## config.mk

```make
export PLATFORM = sky130hd
export DESIGN_NAME = sarcv_top
export DESIGN_NICKNAME = d
export VERILOG_FILES = /design/src/logic/sarcv_pkg.sv /design/src/logic/sarcv_sar.sv /design/src/logic/sarcv_top.sv
export VERILOG_INCLUDE_DIRS = /design/src /design/src/logic
export SDC_FILE = /design/constraint.sdc
export NUM_CORES = 1
export LEC_CHECK = 0
export BUFFER_PORTS_ARGS = -buffer_cell sky130_fd_sc_hd__buf_4
export CAP_MARGIN = 15
export CORE_ASPECT_RATIO = 1.4
export CORE_UTILIZATION = 60
export DETAILED_ROUTE_END_ITERATION = 12
export GPL_ROUTABILITY_DRIVEN = 0
export HOLD_SLACK_MARGIN = 0.06
export PLACE_DENSITY = 0.75
export SETUP_SLACK_MARGIN = 0.02
export SYNTH_ARGS = -nofsm -noshare
export SYNTH_HDL_FRONTEND = slang
export SYNTH_SLANG_ARGS = --single-unit
```

## constraint.sdc

```tcl
create_clock -name i_clock -period 4.5 [get_ports i_clock]
set_clock_uncertainty 0.1 [all_clocks]
set_input_delay 0.9 -clock i_clock [delete_from_list [all_inputs] [get_ports i_clock]]
set_output_delay 0.9 -clock i_clock [all_outputs]
set_load 0.01 [all_outputs]
```

## src/logic/sarcv_cfg.svh

```systemverilog
// Timing and width constants for the serial converter readout block
`ifndef SARCV_CFG_SVH
`define SARCV_CFG_SVH
`define SARCV_RES_BITS 12
`define SARCV_CLK_MHZ 100
`define SARCV_CONVERT_STROBE_NS 1500
`define SARCV_CONVERT_STROBE_CYC ((`SARCV_CONVERT_STROBE_NS * `SARCV_CLK_MHZ + 999) / 1000)
`define SARCV_ACQ_NS 500
`define SARCV_ACQ_CYC ((`SARCV_ACQ_NS * `SARCV_CLK_MHZ + 999) / 1000)
`endif

```

## src/logic/sarcv_pkg.sv

```systemverilog
// Types for the serial converter readout block
`default_nettype none
package sarcv_pkg;
    typedef enum logic [1:0] {
        SARCV_SLEEP,
        SARCV_ACQUIRE,
        SARCV_CONVERT
    } sarcv_state_t;
endpackage
`default_nettype wire

```

## src/logic/sarcv_sar.sv

```systemverilog
// Successive approximation engine paced by a step enable
`timescale 1ns/1ps
`default_nettype none
module sarcv_sar #(
    parameter int WIDTH = 12
) (
    input wire logic i_clock, // System clock
    input wire logic i_nrst, // Synchronous reset, active low
    input wire logic i_start, // Begin a new approximation
    input wire logic i_step, // Advance one bit trial
    input wire logic [WIDTH-1:0] i_held, // Held sample value
    output logic o_done, // One-cycle pulse at completion
    output logic [WIDTH-1:0] o_result // Final code
);
    // Refuse widths the trial registers cannot serve
    if (WIDTH < 2 || WIDTH > 16) begin : g_width_check
        $error("sarcv_sar width out of range");
    end
    logic [WIDTH-1:0] trial_ff, nxt_trial; // Code under trial
    logic [WIDTH-1:0] bit_ff, nxt_bit; // Bit currently tested
    logic busy_ff, nxt_busy; // Approximation running
    logic done_ff, nxt_done; // Completion pulse
    logic [WIDTH-1:0] res_ff, nxt_res; // Latched result
    logic [WIDTH-1:0] cand; // Trial with current bit kept

    // Next-state of the bit trial sequence
    always_comb begin
        cand = trial_ff | bit_ff;
        nxt_trial = trial_ff;
        nxt_bit = bit_ff;
        nxt_busy = busy_ff;
        nxt_done = 1'b0;
        nxt_res = res_ff;
        if (i_start) begin
            // Restart at the top bit
            nxt_trial = '0;
            nxt_bit = {1'b1, {(WIDTH-1){1'b0}}};
            nxt_busy = 1'b1;
        end else if (busy_ff && i_step) begin
            // Keep the bit when the trial does not exceed the sample
            if (cand <= i_held) begin
                nxt_trial = cand;
            end
            nxt_bit = bit_ff >> 1;
            if (bit_ff[0]) begin
                nxt_busy = 1'b0;
                nxt_done = 1'b1;
                nxt_res = (cand <= i_held) ? cand : trial_ff;
            end
        end
    end

    // Register the engine state
    always_ff @(posedge i_clock) begin
        if (!i_nrst) begin
            trial_ff <= '0;
            bit_ff <= '0;
            busy_ff <= 1'b0;
            done_ff <= 1'b0;
            res_ff <= '0;
        end else begin
            trial_ff <= nxt_trial;
            bit_ff <= nxt_bit;
            busy_ff <= nxt_busy;
            done_ff <= nxt_done;
            res_ff <= nxt_res;
        end
    end

    assign o_done = done_ff;
    assign o_result = res_ff;
endmodule
`default_nettype wire

```

## src/logic/sarcv_top.sv

```systemverilog
// Convert control and serial result readout of a sampling converter
// Notes on behaviour
// - Convert strobe rising edge starts conversion
// - Conversion timed internally, not by shift clock
// - Twelve-bit successive approximation on held sample
// - Power down automatically after conversion
// - Output driven only while strobe low
// - Output changes only on shift clock falls and strobe falls
// - Result shifted out most significant first
// - Twelve result bits then zeros
// - Strobe fall enables driver, presents top bit
// - Zeros continue while strobe stays low
// - Strobe low wakes sampling; host waits acquisition
`timescale 1ns/1ps
`include "sarcv_cfg.svh"
`default_nettype none
module sarcv_top #(
    parameter int RES_BITS = `SARCV_RES_BITS,
    parameter int CONVERT_STROBE_CYC = `SARCV_CONVERT_STROBE_CYC
) (
    input wire logic i_clock, // System clock, 100 MHz
    input wire logic i_nrst, // Synchronous reset, active low
    input wire logic i_convert_strobe, // Convert strobe pin
    input wire logic i_shift_clk, // Shift clock pin from host
    input wire logic [RES_BITS-1:0] i_analog_code, // Digitised input level
    output logic o_serial_result_out, // Serial data value
    output logic o_serial_result_oe, // Serial data driver enable
    output logic o_powered, // Converter active, not asleep
    output logic o_sampling, // Sample-and-hold tracking
    output logic o_result_ready // Result held for readout
);
    // Cycles per bit trial, an equal share of the conversion time
    localparam int STEP = CONVERT_STROBE_CYC / RES_BITS;
    // Refuse sizes the engine and the 16-bit pacing timer cannot serve
    if (RES_BITS < 2 || RES_BITS > 16 || CONVERT_STROBE_CYC < RES_BITS
        || STEP > 65536) begin : g_param_check
        $error("sarcv_top parameters out of range");
    end

    // Raw pin levels, strobe in bit 0 and shift clock in bit 1
    localparam int NPIN = 2; // Pins that need synchronising
    wire logic [NPIN-1:0] pin_in; // Raw pin levels
    wire logic [NPIN-1:0] pin_rise; // Accepted rising edges
    wire logic [NPIN-1:0] pin_fall; // Accepted falling edges
    wire logic cv_rise; // Strobe rose
    wire logic cv_fall; // Strobe fell
    wire logic sk_fall; // Shift clock fell
    assign pin_in = {i_shift_clk, i_convert_strobe};

    // Three-stage synchroniser and edge finder, one per pin
    for (genvar g = 0; g < NPIN; g++) begin : g_pin
        logic [2:0] sync_ff, nxt_sync; // Stage one sits in bit 0
        logic lvl_ff, nxt_lvl; // Accepted level
        logic agree; // Stages two and three match
        // Next values of the synchroniser
        always_comb begin
            nxt_sync = {sync_ff[1:0], pin_in[g]};
            agree = (sync_ff[1] == sync_ff[2]);
            nxt_lvl = lvl_ff;
            if (agree) begin
                // Level counts once stages two and three agree
                nxt_lvl = sync_ff[2];
            end
        end
        // Register the synchroniser, only stage two reads stage one
        always_ff @(posedge i_clock) begin
            if (!i_nrst) begin
                sync_ff <= 3'h0;
                lvl_ff <= 1'b0;
            end else begin
                sync_ff <= nxt_sync;
                lvl_ff <= nxt_lvl;
            end
        end
        // An edge is a change of the accepted level
        assign pin_rise[g] = agree && sync_ff[2] && !lvl_ff;
        assign pin_fall[g] = agree && !sync_ff[2] && lvl_ff;
    end
    assign cv_rise = pin_rise[0];
    assign cv_fall = pin_fall[0];
    assign sk_fall = pin_fall[1];

    // Control state, timer and output shifter
    sarcv_pkg::sarcv_state_t st_ff, nxt_st;
    logic [15:0] tmr_ff, nxt_tmr; // Bit trial pacing timer
    logic [RES_BITS-1:0] held_ff, nxt_held; // Held sample
    logic [RES_BITS-1:0] shreg_ff, nxt_shreg; // Output shift register
    logic [RES_BITS-1:0] result_ff, nxt_result; // Last result
    logic sdo_ff, nxt_sdo; // Serial data bit
    logic oe_ff, nxt_oe; // Driver enable
    logic pwr_ff, nxt_pwr; // Awake flag
    logic samp_ff, nxt_samp; // Tracking flag
    logic rdy_ff, nxt_rdy; // Result ready flag
    logic step, sar_start, sar_done; // Engine handshake
    logic [RES_BITS-1:0] sar_res; // Engine result

    // Bit trial engine, paced by the internal timer
    sarcv_sar #(
        .WIDTH(RES_BITS)
    ) u_sar (
        .i_clock(i_clock),
        .i_nrst(i_nrst),
        .i_start(sar_start),
        .i_step(step),
        .i_held(held_ff),
        .o_done(sar_done),
        .o_result(sar_res)
    );

    // Next values of control and readout
    always_comb begin
        // Everything holds unless an event moves it
        nxt_st = st_ff;
        nxt_tmr = tmr_ff;
        nxt_held = held_ff;
        nxt_shreg = shreg_ff;
        nxt_result = result_ff;
        nxt_sdo = sdo_ff;
        nxt_oe = oe_ff;
        nxt_pwr = pwr_ff;
        nxt_samp = samp_ff;
        nxt_rdy = rdy_ff;
        // Engine strobes idle by default
        step = 1'b0;
        sar_start = 1'b0;
        // Sleep, acquire and convert in turn
        case (st_ff)
            sarcv_pkg::SARCV_SLEEP: begin
                // Wake into sampling on strobe fall, a lone rise starts nothing
                if (cv_fall) begin
                    nxt_st = sarcv_pkg::SARCV_ACQUIRE;
                    nxt_pwr = 1'b1;
                    nxt_samp = 1'b1;
                end
            end
            sarcv_pkg::SARCV_ACQUIRE: begin
                // Track input until strobe rises
                if (cv_rise) begin
                    nxt_st = sarcv_pkg::SARCV_CONVERT;
                    // Freeze the sample and start the engine
                    nxt_held = i_analog_code;
                    nxt_samp = 1'b0;
                    nxt_tmr = 16'h0000;
                    sar_start = 1'b1;
                end
            end
            sarcv_pkg::SARCV_CONVERT: begin
                // Internal timer paces trials
                if (tmr_ff == 16'(STEP - 1)) begin
                    nxt_tmr = 16'h0000;
                    step = 1'b1;
                end else begin
                    nxt_tmr = tmr_ff + 16'h0001;
                end
                // Result latched and converter powered down together
                if (sar_done) begin
                    nxt_st = sarcv_pkg::SARCV_SLEEP;
                    nxt_pwr = 1'b0;
                    nxt_result = sar_res;
                    nxt_rdy = 1'b1;
                end
            end
            default: begin
                // Unused encoding falls back to sleep
                nxt_st = sarcv_pkg::SARCV_SLEEP;
            end
        endcase
        // Output driver follows the strobe level
        if (cv_rise) begin
            nxt_oe = 1'b0;
            // A result finishing in this cycle stays ready
            if (!sar_done) begin
                nxt_rdy = 1'b0;
            end
        end else if (cv_fall) begin
            // Top bit shown at once, position reloaded
            nxt_oe = 1'b1;
            nxt_sdo = result_ff[RES_BITS-1];
            nxt_shreg = {result_ff[RES_BITS-2:0], 1'b0};
        end else if (oe_ff && sk_fall) begin
            // Next bit, zeros fill behind
            nxt_sdo = shreg_ff[RES_BITS-1];
            nxt_shreg = {shreg_ff[RES_BITS-2:0], 1'b0};
        end
    end

    // Register control and readout state
    always_ff @(posedge i_clock) begin
        if (!i_nrst) begin
            // Asleep with the driver off
            st_ff <= sarcv_pkg::SARCV_SLEEP;
            tmr_ff <= 16'h0000;
            held_ff <= '0;
            shreg_ff <= '0;
            result_ff <= '0;
            sdo_ff <= 1'b0;
            oe_ff <= 1'b0;
            pwr_ff <= 1'b0;
            samp_ff <= 1'b0;
            rdy_ff <= 1'b0;
        end else begin
            st_ff <= nxt_st;
            tmr_ff <= nxt_tmr;
            held_ff <= nxt_held;
            shreg_ff <= nxt_shreg;
            result_ff <= nxt_result;
            sdo_ff <= nxt_sdo;
            oe_ff <= nxt_oe;
            pwr_ff <= nxt_pwr;
            samp_ff <= nxt_samp;
            rdy_ff <= nxt_rdy;
        end
    end

    // Every output comes straight from a register
    assign o_serial_result_out = sdo_ff;
    assign o_serial_result_oe = oe_ff;
    assign o_powered = pwr_ff;
    assign o_sampling = samp_ff;
    assign o_result_ready = rdy_ff;
endmodule
`default_nettype wire

```

Word-level counts from Yosys, hierarchy flattened:

Cells that the tools add are included.

* register bits after elaboration: 105
* bits in latches: 0
* bits in writable memories: 0
* ROM bits: 0
* input bits: 16
* output and inout bits: 5
* word-level logic and storage cells: 96
* memories: 0

* $add $sub $neg: 1
* multiply operators: 0
* div/mod/pow operators: 0
* $lt $le $gt $ge: 1
* equal/unequal tests: 8
* shift-type cells: 0
* mux-type cells: 31
* bitwise operators: 5
* reductions and logical operators: 30

Operator list (number)
* two-way mux 12 bit: 5
* two-way mux 16 bit: 2
* one-hot mux 16 bit (2 select lines): 1
* two-way mux 1 bit: 17
* adder 16 x 1 -> 16 bit, second input constant: 1
* equality test 16 x 4 -> 1 bit, second input constant: 1
* less-or-equal comparator 12 bit: 1
* OR 12 bit: 1
* AND reduction 3 bit: 4
* nonzero test 2 bit: 6
* AND reduction 2 bit: 5
* logical AND 1 bit: 8
* two-way mux 2 bit: 3
* one-hot mux 2 bit (3 select lines): 1
* != test 2 bit, second input constant: 2
* inverter 1 bit: 4
* one-hot mux 1 bit (2 select lines): 2
* OR reduction 2 bit: 2
* logical NOT 1 bit: 3
* OR reduction 3 bit: 1
* equality test 1 bit: 2
* equality test 2 x 1 -> 1 bit, second input constant: 1
* equality test 2 bit, second input constant: 1
* logical NOT 2 bit: 1
* != test 2 x 1 -> 1 bit, second input constant: 1

Depth between registers and ports, before layout:

* word-level depth: 7
* gate-level depth with buffers: 10
* depth with buffers taken out: 8

By module:

Synthesis repeated with hierarchy kept, for this count alone.

* cell total of the unflattened synthesis: 576
* area, all modules: 4784.6 um2

Modules (own cells, without submodules)
* sarcv_top: times used 1, cells each 334, area an instance 2872.8 um2, seq. area each 1321.3 um2
* sarcv_sar: times used 1, cells each 242, area an instance 1911.8 um2, seq. area each 760.7 um2

Least setup slack after synthesis:

No wires, ideal clock.

* path type: register to register
* from: reg u_sar.bit_ff[11]
* to: reg u_sar.trial_ff[0]
* setup time: 0.131 ns
* arrival: 1.845 ns
* required time: 4.269 ns
* slack: 2.424 ns
* cell stages (with the launch flop): 9
* buffers on the path: 1
* period minus slack after synthesis: 2.076 ns
* cell sequence: dfxtp_1 > or2_2 > ha_1 > nand2_1 > o21a_1 > a21oi_1 > o21a_1 > clkbuf_1 > o21ai_0

* word-level cells in the longest chain between the ends: 3

RTL lines
* start: declaration: RTL line sarcv_sar.sv:20 `logic [WIDTH-1:0] bit_ff, nxt_bit;`
* start signal: assignment: RTL line sarcv_sar.sv:63 `bit_ff <= nxt_bit;`
* OR 12 bit: RTL line sarcv_sar.sv:28 `cand = trial_ff | bit_ff;`
* less-or-equal comparator 12 bit: RTL line sarcv_sar.sv:41 `if (cand <= i_held) begin`
* two-way mux 12 bit
* end signal: assignment: RTL line sarcv_sar.sv:62 `trial_ff <= nxt_trial;`
* end: declaration: RTL line sarcv_sar.sv:19 `logic [WIDTH-1:0] trial_ff, nxt_trial;`

Every way passes these cells.
A chain may end at the register's enable or synchronous reset.

Worst setup path after layout:

* from: reg g_pin[0].lvl_ff
* to: reg u_sar.res_ff[5] (netlist: u_sar.o_result[5])

* word-level cells in the longest chain between the ends: 6

RTL lines
* start: declaration: RTL line sarcv_top.sv:53 `logic lvl_ff, nxt_lvl;`
* start signal: assignment: RTL line sarcv_top.sv:72 `lvl_ff <= nxt_lvl;`
* logical NOT 1 bit: RTL line sarcv_top.sv:76 `assign pin_rise[g] = agree && sync_ff[2] && !lvl_ff;`
* logical AND 1 bit: RTL line sarcv_top.sv:76
* two-way mux 1 bit: RTL line sarcv_top.sv:138 `if (cv_rise) begin`
* two-way mux 1 bit: RTL line sarcv_top.sv:127 `case (st_ff)`
* inverter 1 bit (no source line)
* AND reduction 3 bit (no source line)
* end signal: assignment: RTL line sarcv_sar.sv:66 `res_ff <= nxt_res;`
* end: declaration: RTL line sarcv_sar.sv:23 `logic [WIDTH-1:0] res_ff, nxt_res;`

Every way passes these cells.

==> implementation parameters <==
Parameter                              Value

Status
  Run status    finished, final reports clean

Synth
  Synthesis-stage register bit count    104
  Post-Syn Instances    531
  Synthesis Warnings    0
  Proportion of register bits with asynchronous set or reset after synthesis    0%
  Portion of the post-synthesis area used by sequential elements    45.5%
  Count of flip-flops with a built-in enable after synthesis    0
  Most used flip-flop cell after synthesis    sky130_fd_sc_hd__dfxtp_1
  Synth Area per Inst    8.62 um2
  Area of the mapped netlist    4580 um2
  Number of library cell types mapped by synthesis    43
  Syn_nets    563

Clock tree
  Cts repair resizes    0
  Worst-path clk slew    0.09 ns
  Total number of clock tree sinks    104
  Hold-fix buffers, CTS    0
  Later-pin clock latency in the skew report    0.37 ns
  H-tree depth    3
  Total clock buffers created by CTS    9
  Post-CTS Setup Inserts    0
  Deepest clock path buffer count    2
  Clock tree root buffer cell    sky130_fd_sc_hd__clkbuf_8
  Clock tree from TritonCTS    yes

Worst setup path
  Highest fanout seen on the critical path    24
  Crit path launch type    register
  Largest stage delay on the critical path    0.64 ns
  Critical path endpoint category    register
  Required time of the worst setup path    4.70 ns
  Worst-path cell with the longest stage delay    sky130_fd_sc_hd__dfxtp_1
  Crit path buffers/inverters    2
  Data arrival time of the critical path    3.01 ns
  Top cell family by delay on the critical path    simple AND/OR/NAND/NOR gates
  Most common cell type on the critical path    sky130_fd_sc_hd__nand2_1
  Setup CP Type    register to register
  Ordered list of cells on the worst path    nand4bb_1 -> buf_4 -> nand2_1 -> nor3_4 -> nand2_1 -> inv_2 -> nand2_1 -> o21ai_1

Timing
  Setup TNS    0 ns
  Final setup viols    0
  Max Fclk    0.356 GHz
  Share of the clock period used by the worst path    62.4%
  Transition time of the tightest slew-check pin    1.01 ns
  Final critical path time including I/O delays and setup    2.81 ns
  Final count of hold timing violations    0
  Count of final max-slew check failures    0
  Unrepaired setup endpoints after global routing    false
  Slew HR    32.6%

Layout
  Number of nets in the layout    569
  Diodes inserted    0
  Fillers    632
  Utilization after layout    67.0%
  Layout-stage area growth over the synthesis result    7.82%
  Multi-input gate area in the final layout    2280 um2
  Share of post-route cells with drive strength above 1    10.7%
  Area of all sequential standard cells    2080 um2
  Final std cell area, no fill    4930 um2

Routing
  Number of routed nets with antenna violations    0
  Post-detailed-routing wire length    9.04 mm
  Initial drt markers    249
  Top Layer Used    met4
  First-pass detailed-route iteration total    4
  Total number of vias    3566
  Wire length on met1    4.06 mm
  Post-DR wirelength/cell    14.1 um
  Routed vias/inst    5.58
  Total length of routed met3 wires    210 um
  Remaining DRCs    0
  Wire length on met2    4.49 mm

Power and ir drop
  Peak supply drop    0.273 mV
  Portion of total power attributed to the clock network    37.4%
  Internal    1.22 mW
  Switching power of the nets    0.341 mW
  Power per cell area    316 nW/um2
  Share of total power in combinational logic    3.0%
  Leakage component of the power    1.90 nW
  Proportion of power drawn by flip-flops and latches    59.6%
  Sw frac    21.8%

Global route
  Wire length of the first global-routing pass    15.5 mm
  Overflow after GRT    0
  Initial antenna violation count    0
  Pin count of the biggest net entering global routing    62
  Global-route usage over all layers    25.5%
  Via count of the first global-routing pass    3420

Job
  # Max-Cap Violations    0

Die
  Die Span X    75.8 um
  Number of standard-cell rows in the floorplan    37
  Starting utilization of the core area    62.2%
  Area inside the core boundary    7360 um2
  Die area    7980 um2
  I/O pins    21
  Die Y    105 um

Placed design
  Total cell area at the placement stage    4740 um2
  IO buf count    20
  Post-DP HPWL    6.38 mm

Worst hold path
  Worst min-delay path category    register to register
[state kept, by name, summed over array words and instances, names as in the netlist]
| name | count |
|---|---|
| tmr_ff | 16 |
| held_ff | 12 |
| result_ff | 12 |
| u_sar.bit_ff | 12 |
| u_sar.o_result | 12 |
| u_sar.trial_ff | 12 |
| shreg_ff | 11 |
| g_pin.sync_ff | 6 |
| g_pin.lvl_ff | 2 |
| st_ff | 2 |
| o_powered | 1 |
| o_result_ready | 1 |
| o_sampling | 1 |
| o_serial_result_oe | 1 |
| o_serial_result_out | 1 |
| u_sar.busy_ff | 1 |
| u_sar.o_done | 1 |
[path summary, 6_finish.rpt]
path | from | to | slack, ns | cells past startpoint
max | g_pin[0].lvl_ff | u_sar.o_result[5] | 1.69 | 8
min | g_pin[1].sync_ff[0] | g_pin[1].sync_ff[1] | 0.36 | 1
max reg2reg | g_pin[0].lvl_ff | u_sar.o_result[5] | 1.69 | 8
min reg2reg | g_pin[1].sync_ff[0] | g_pin[1].sync_ff[1] | 0.36 | 1
[cells by family (layout without fill, tap and decap cells)]
family / after synthesis / in the layout / synth area share [%]
buffers and inverters: 48 / 59 / 4.57
flip-flops: 104 / 104 / 45.5
XOR/XNOR: 9 / 9 / 1.72
AO/OA/AOI/OAI: 113 / 113 / 17.0
adder cells (fa/ha/maj): 16 / 16 / 4.38
AND/OR/NAND/NOR: 229 / 229 / 24.3
multiplexers: 12 / 12 / 2.63
[cell type report]
| class | count | area share [%] |
|---|---|---|
| tap | 97 | 2.46 |
| timing repair buffer | 23 | 3.50 |
| multi-input combinational | 379 | 46.3 |
| inverter | 20 | 1.52 |
| sequential | 104 | 42.2 |
| clock buffer | 11 | 2.87 |
| clock inverter | 5 | 1.14 |
[layer usage]
metal	up-vias	GRT usage, %
met2	51	42.3
met4	0	11.6
met1	1675	31.2
li1	1825	-
met5	-	0
met3	15	4.68
[cell usage after synthesis (2+ instances only)]
cell	count	area (um2)
sky130_fd_sc_hd__a21boi_0	31	233
sky130_fd_sc_hd__a21oi_1	11	55.1
sky130_fd_sc_hd__a22oi_1	13	97.6
sky130_fd_sc_hd__and2_1	12	75.1
sky130_fd_sc_hd__and3_1	2	12.5
sky130_fd_sc_hd__and4_1	2	17.5
sky130_fd_sc_hd__buf_2	5	25.0
sky130_fd_sc_hd__buf_4	2	15.0
sky130_fd_sc_hd__buf_6	2	22.5
sky130_fd_sc_hd__clkbuf_1	19	71.3
sky130_fd_sc_hd__dfxtp_1	104	2080
sky130_fd_sc_hd__ha_1	16	200
sky130_fd_sc_hd__inv_1	19	71.3
sky130_fd_sc_hd__mux2i_1	12	120
sky130_fd_sc_hd__nand2_1	113	424
sky130_fd_sc_hd__nand2b_1	4	25.0
sky130_fd_sc_hd__nand3_1	28	140
sky130_fd_sc_hd__nand4_1	8	50.1
sky130_fd_sc_hd__nor2_1	32	120
sky130_fd_sc_hd__nor2b_1	5	31.3
sky130_fd_sc_hd__nor3_1	3	15.0
sky130_fd_sc_hd__nor4_4	2	42.5
sky130_fd_sc_hd__o211a_1	12	120
sky130_fd_sc_hd__o211ai_1	2	15.0
sky130_fd_sc_hd__o21a_1	3	22.5
sky130_fd_sc_hd__o21ai_0	13	65.1
sky130_fd_sc_hd__o21ai_1	22	110
sky130_fd_sc_hd__o221a_2	2	22.5
sky130_fd_sc_hd__or2_2	11	68.8
sky130_fd_sc_hd__xnor2_1	3	26.3
sky130_fd_sc_hd__xor2_1	6	52.6
[worst register-to-register path: stages, from the launching register on]
cell and delay, ns:
sky130_fd_sc_hd__dfxtp_1 0.64, sky130_fd_sc_hd__nand4bb_1 0.20, sky130_fd_sc_hd__buf_4 0.25, sky130_fd_sc_hd__nand2_1 0.32, sky130_fd_sc_hd__nor3_4 0.50, sky130_fd_sc_hd__nand2_1 0.18
sky130_fd_sc_hd__inv_2 0.31, sky130_fd_sc_hd__nand2_1 0.11, sky130_fd_sc_hd__o21ai_1 0.14
[stage by stage]
step | total power [mW] | hold WS, ns | setup WS [ns] | instances
CTS | 1.58 | 0.359 | 1.68 | 639
detailed placement | 0.999 | 0.325 | 1.71 | 623
global placement | 0.998 | 0.331 | 1.91 | 623
global route | 1.62 | 0.376 | 1.43 | 639
floorplan | 0.981 | 0.312 | 2.42 | 531
finish | 1.56 | 0.355 | 1.69 | 639
[placed cells by master (no fill, tap or decap), types with 10 or more instances in the layout]
cell,count
sky130_fd_sc_hd__nand2_1,113
sky130_fd_sc_hd__dfxtp_1,104
sky130_fd_sc_hd__nor2_1,32
sky130_fd_sc_hd__a21boi_0,30
sky130_fd_sc_hd__nand3_1,28
sky130_fd_sc_hd__buf_4,23
sky130_fd_sc_hd__o21ai_1,22
sky130_fd_sc_hd__inv_1,19
sky130_fd_sc_hd__ha_1,16
sky130_fd_sc_hd__o21ai_0,13
sky130_fd_sc_hd__a22oi_1,13
sky130_fd_sc_hd__and2_1,12
sky130_fd_sc_hd__o211a_1,12
sky130_fd_sc_hd__mux2i_1,12
sky130_fd_sc_hd__or2_2,11
sky130_fd_sc_hd__a21oi_1,11
sky130_fd_sc_hd__clkbuf_8,10
[power by group through the flow]
| stage | Sequential [mW] | Combinational [mW] | Clock, mW |
|---|---|---|---|
| 6_report | 0.930 | 0.0473 | 0.584 |
| 3_5_place_dp | 0.952 | 0.0476 | 0 |
| 3_3_place_gp | 0.951 | 0.0466 | 0 |
| 2_1_floorplan | 0.951 | 0.0304 | 0 |
| 4_1_cts | 0.930 | 0.0478 | 0.599 |
| 5_1_grt | 0.931 | 0.0531 | 0.632 |
Power figures use the tool's default switching activity.
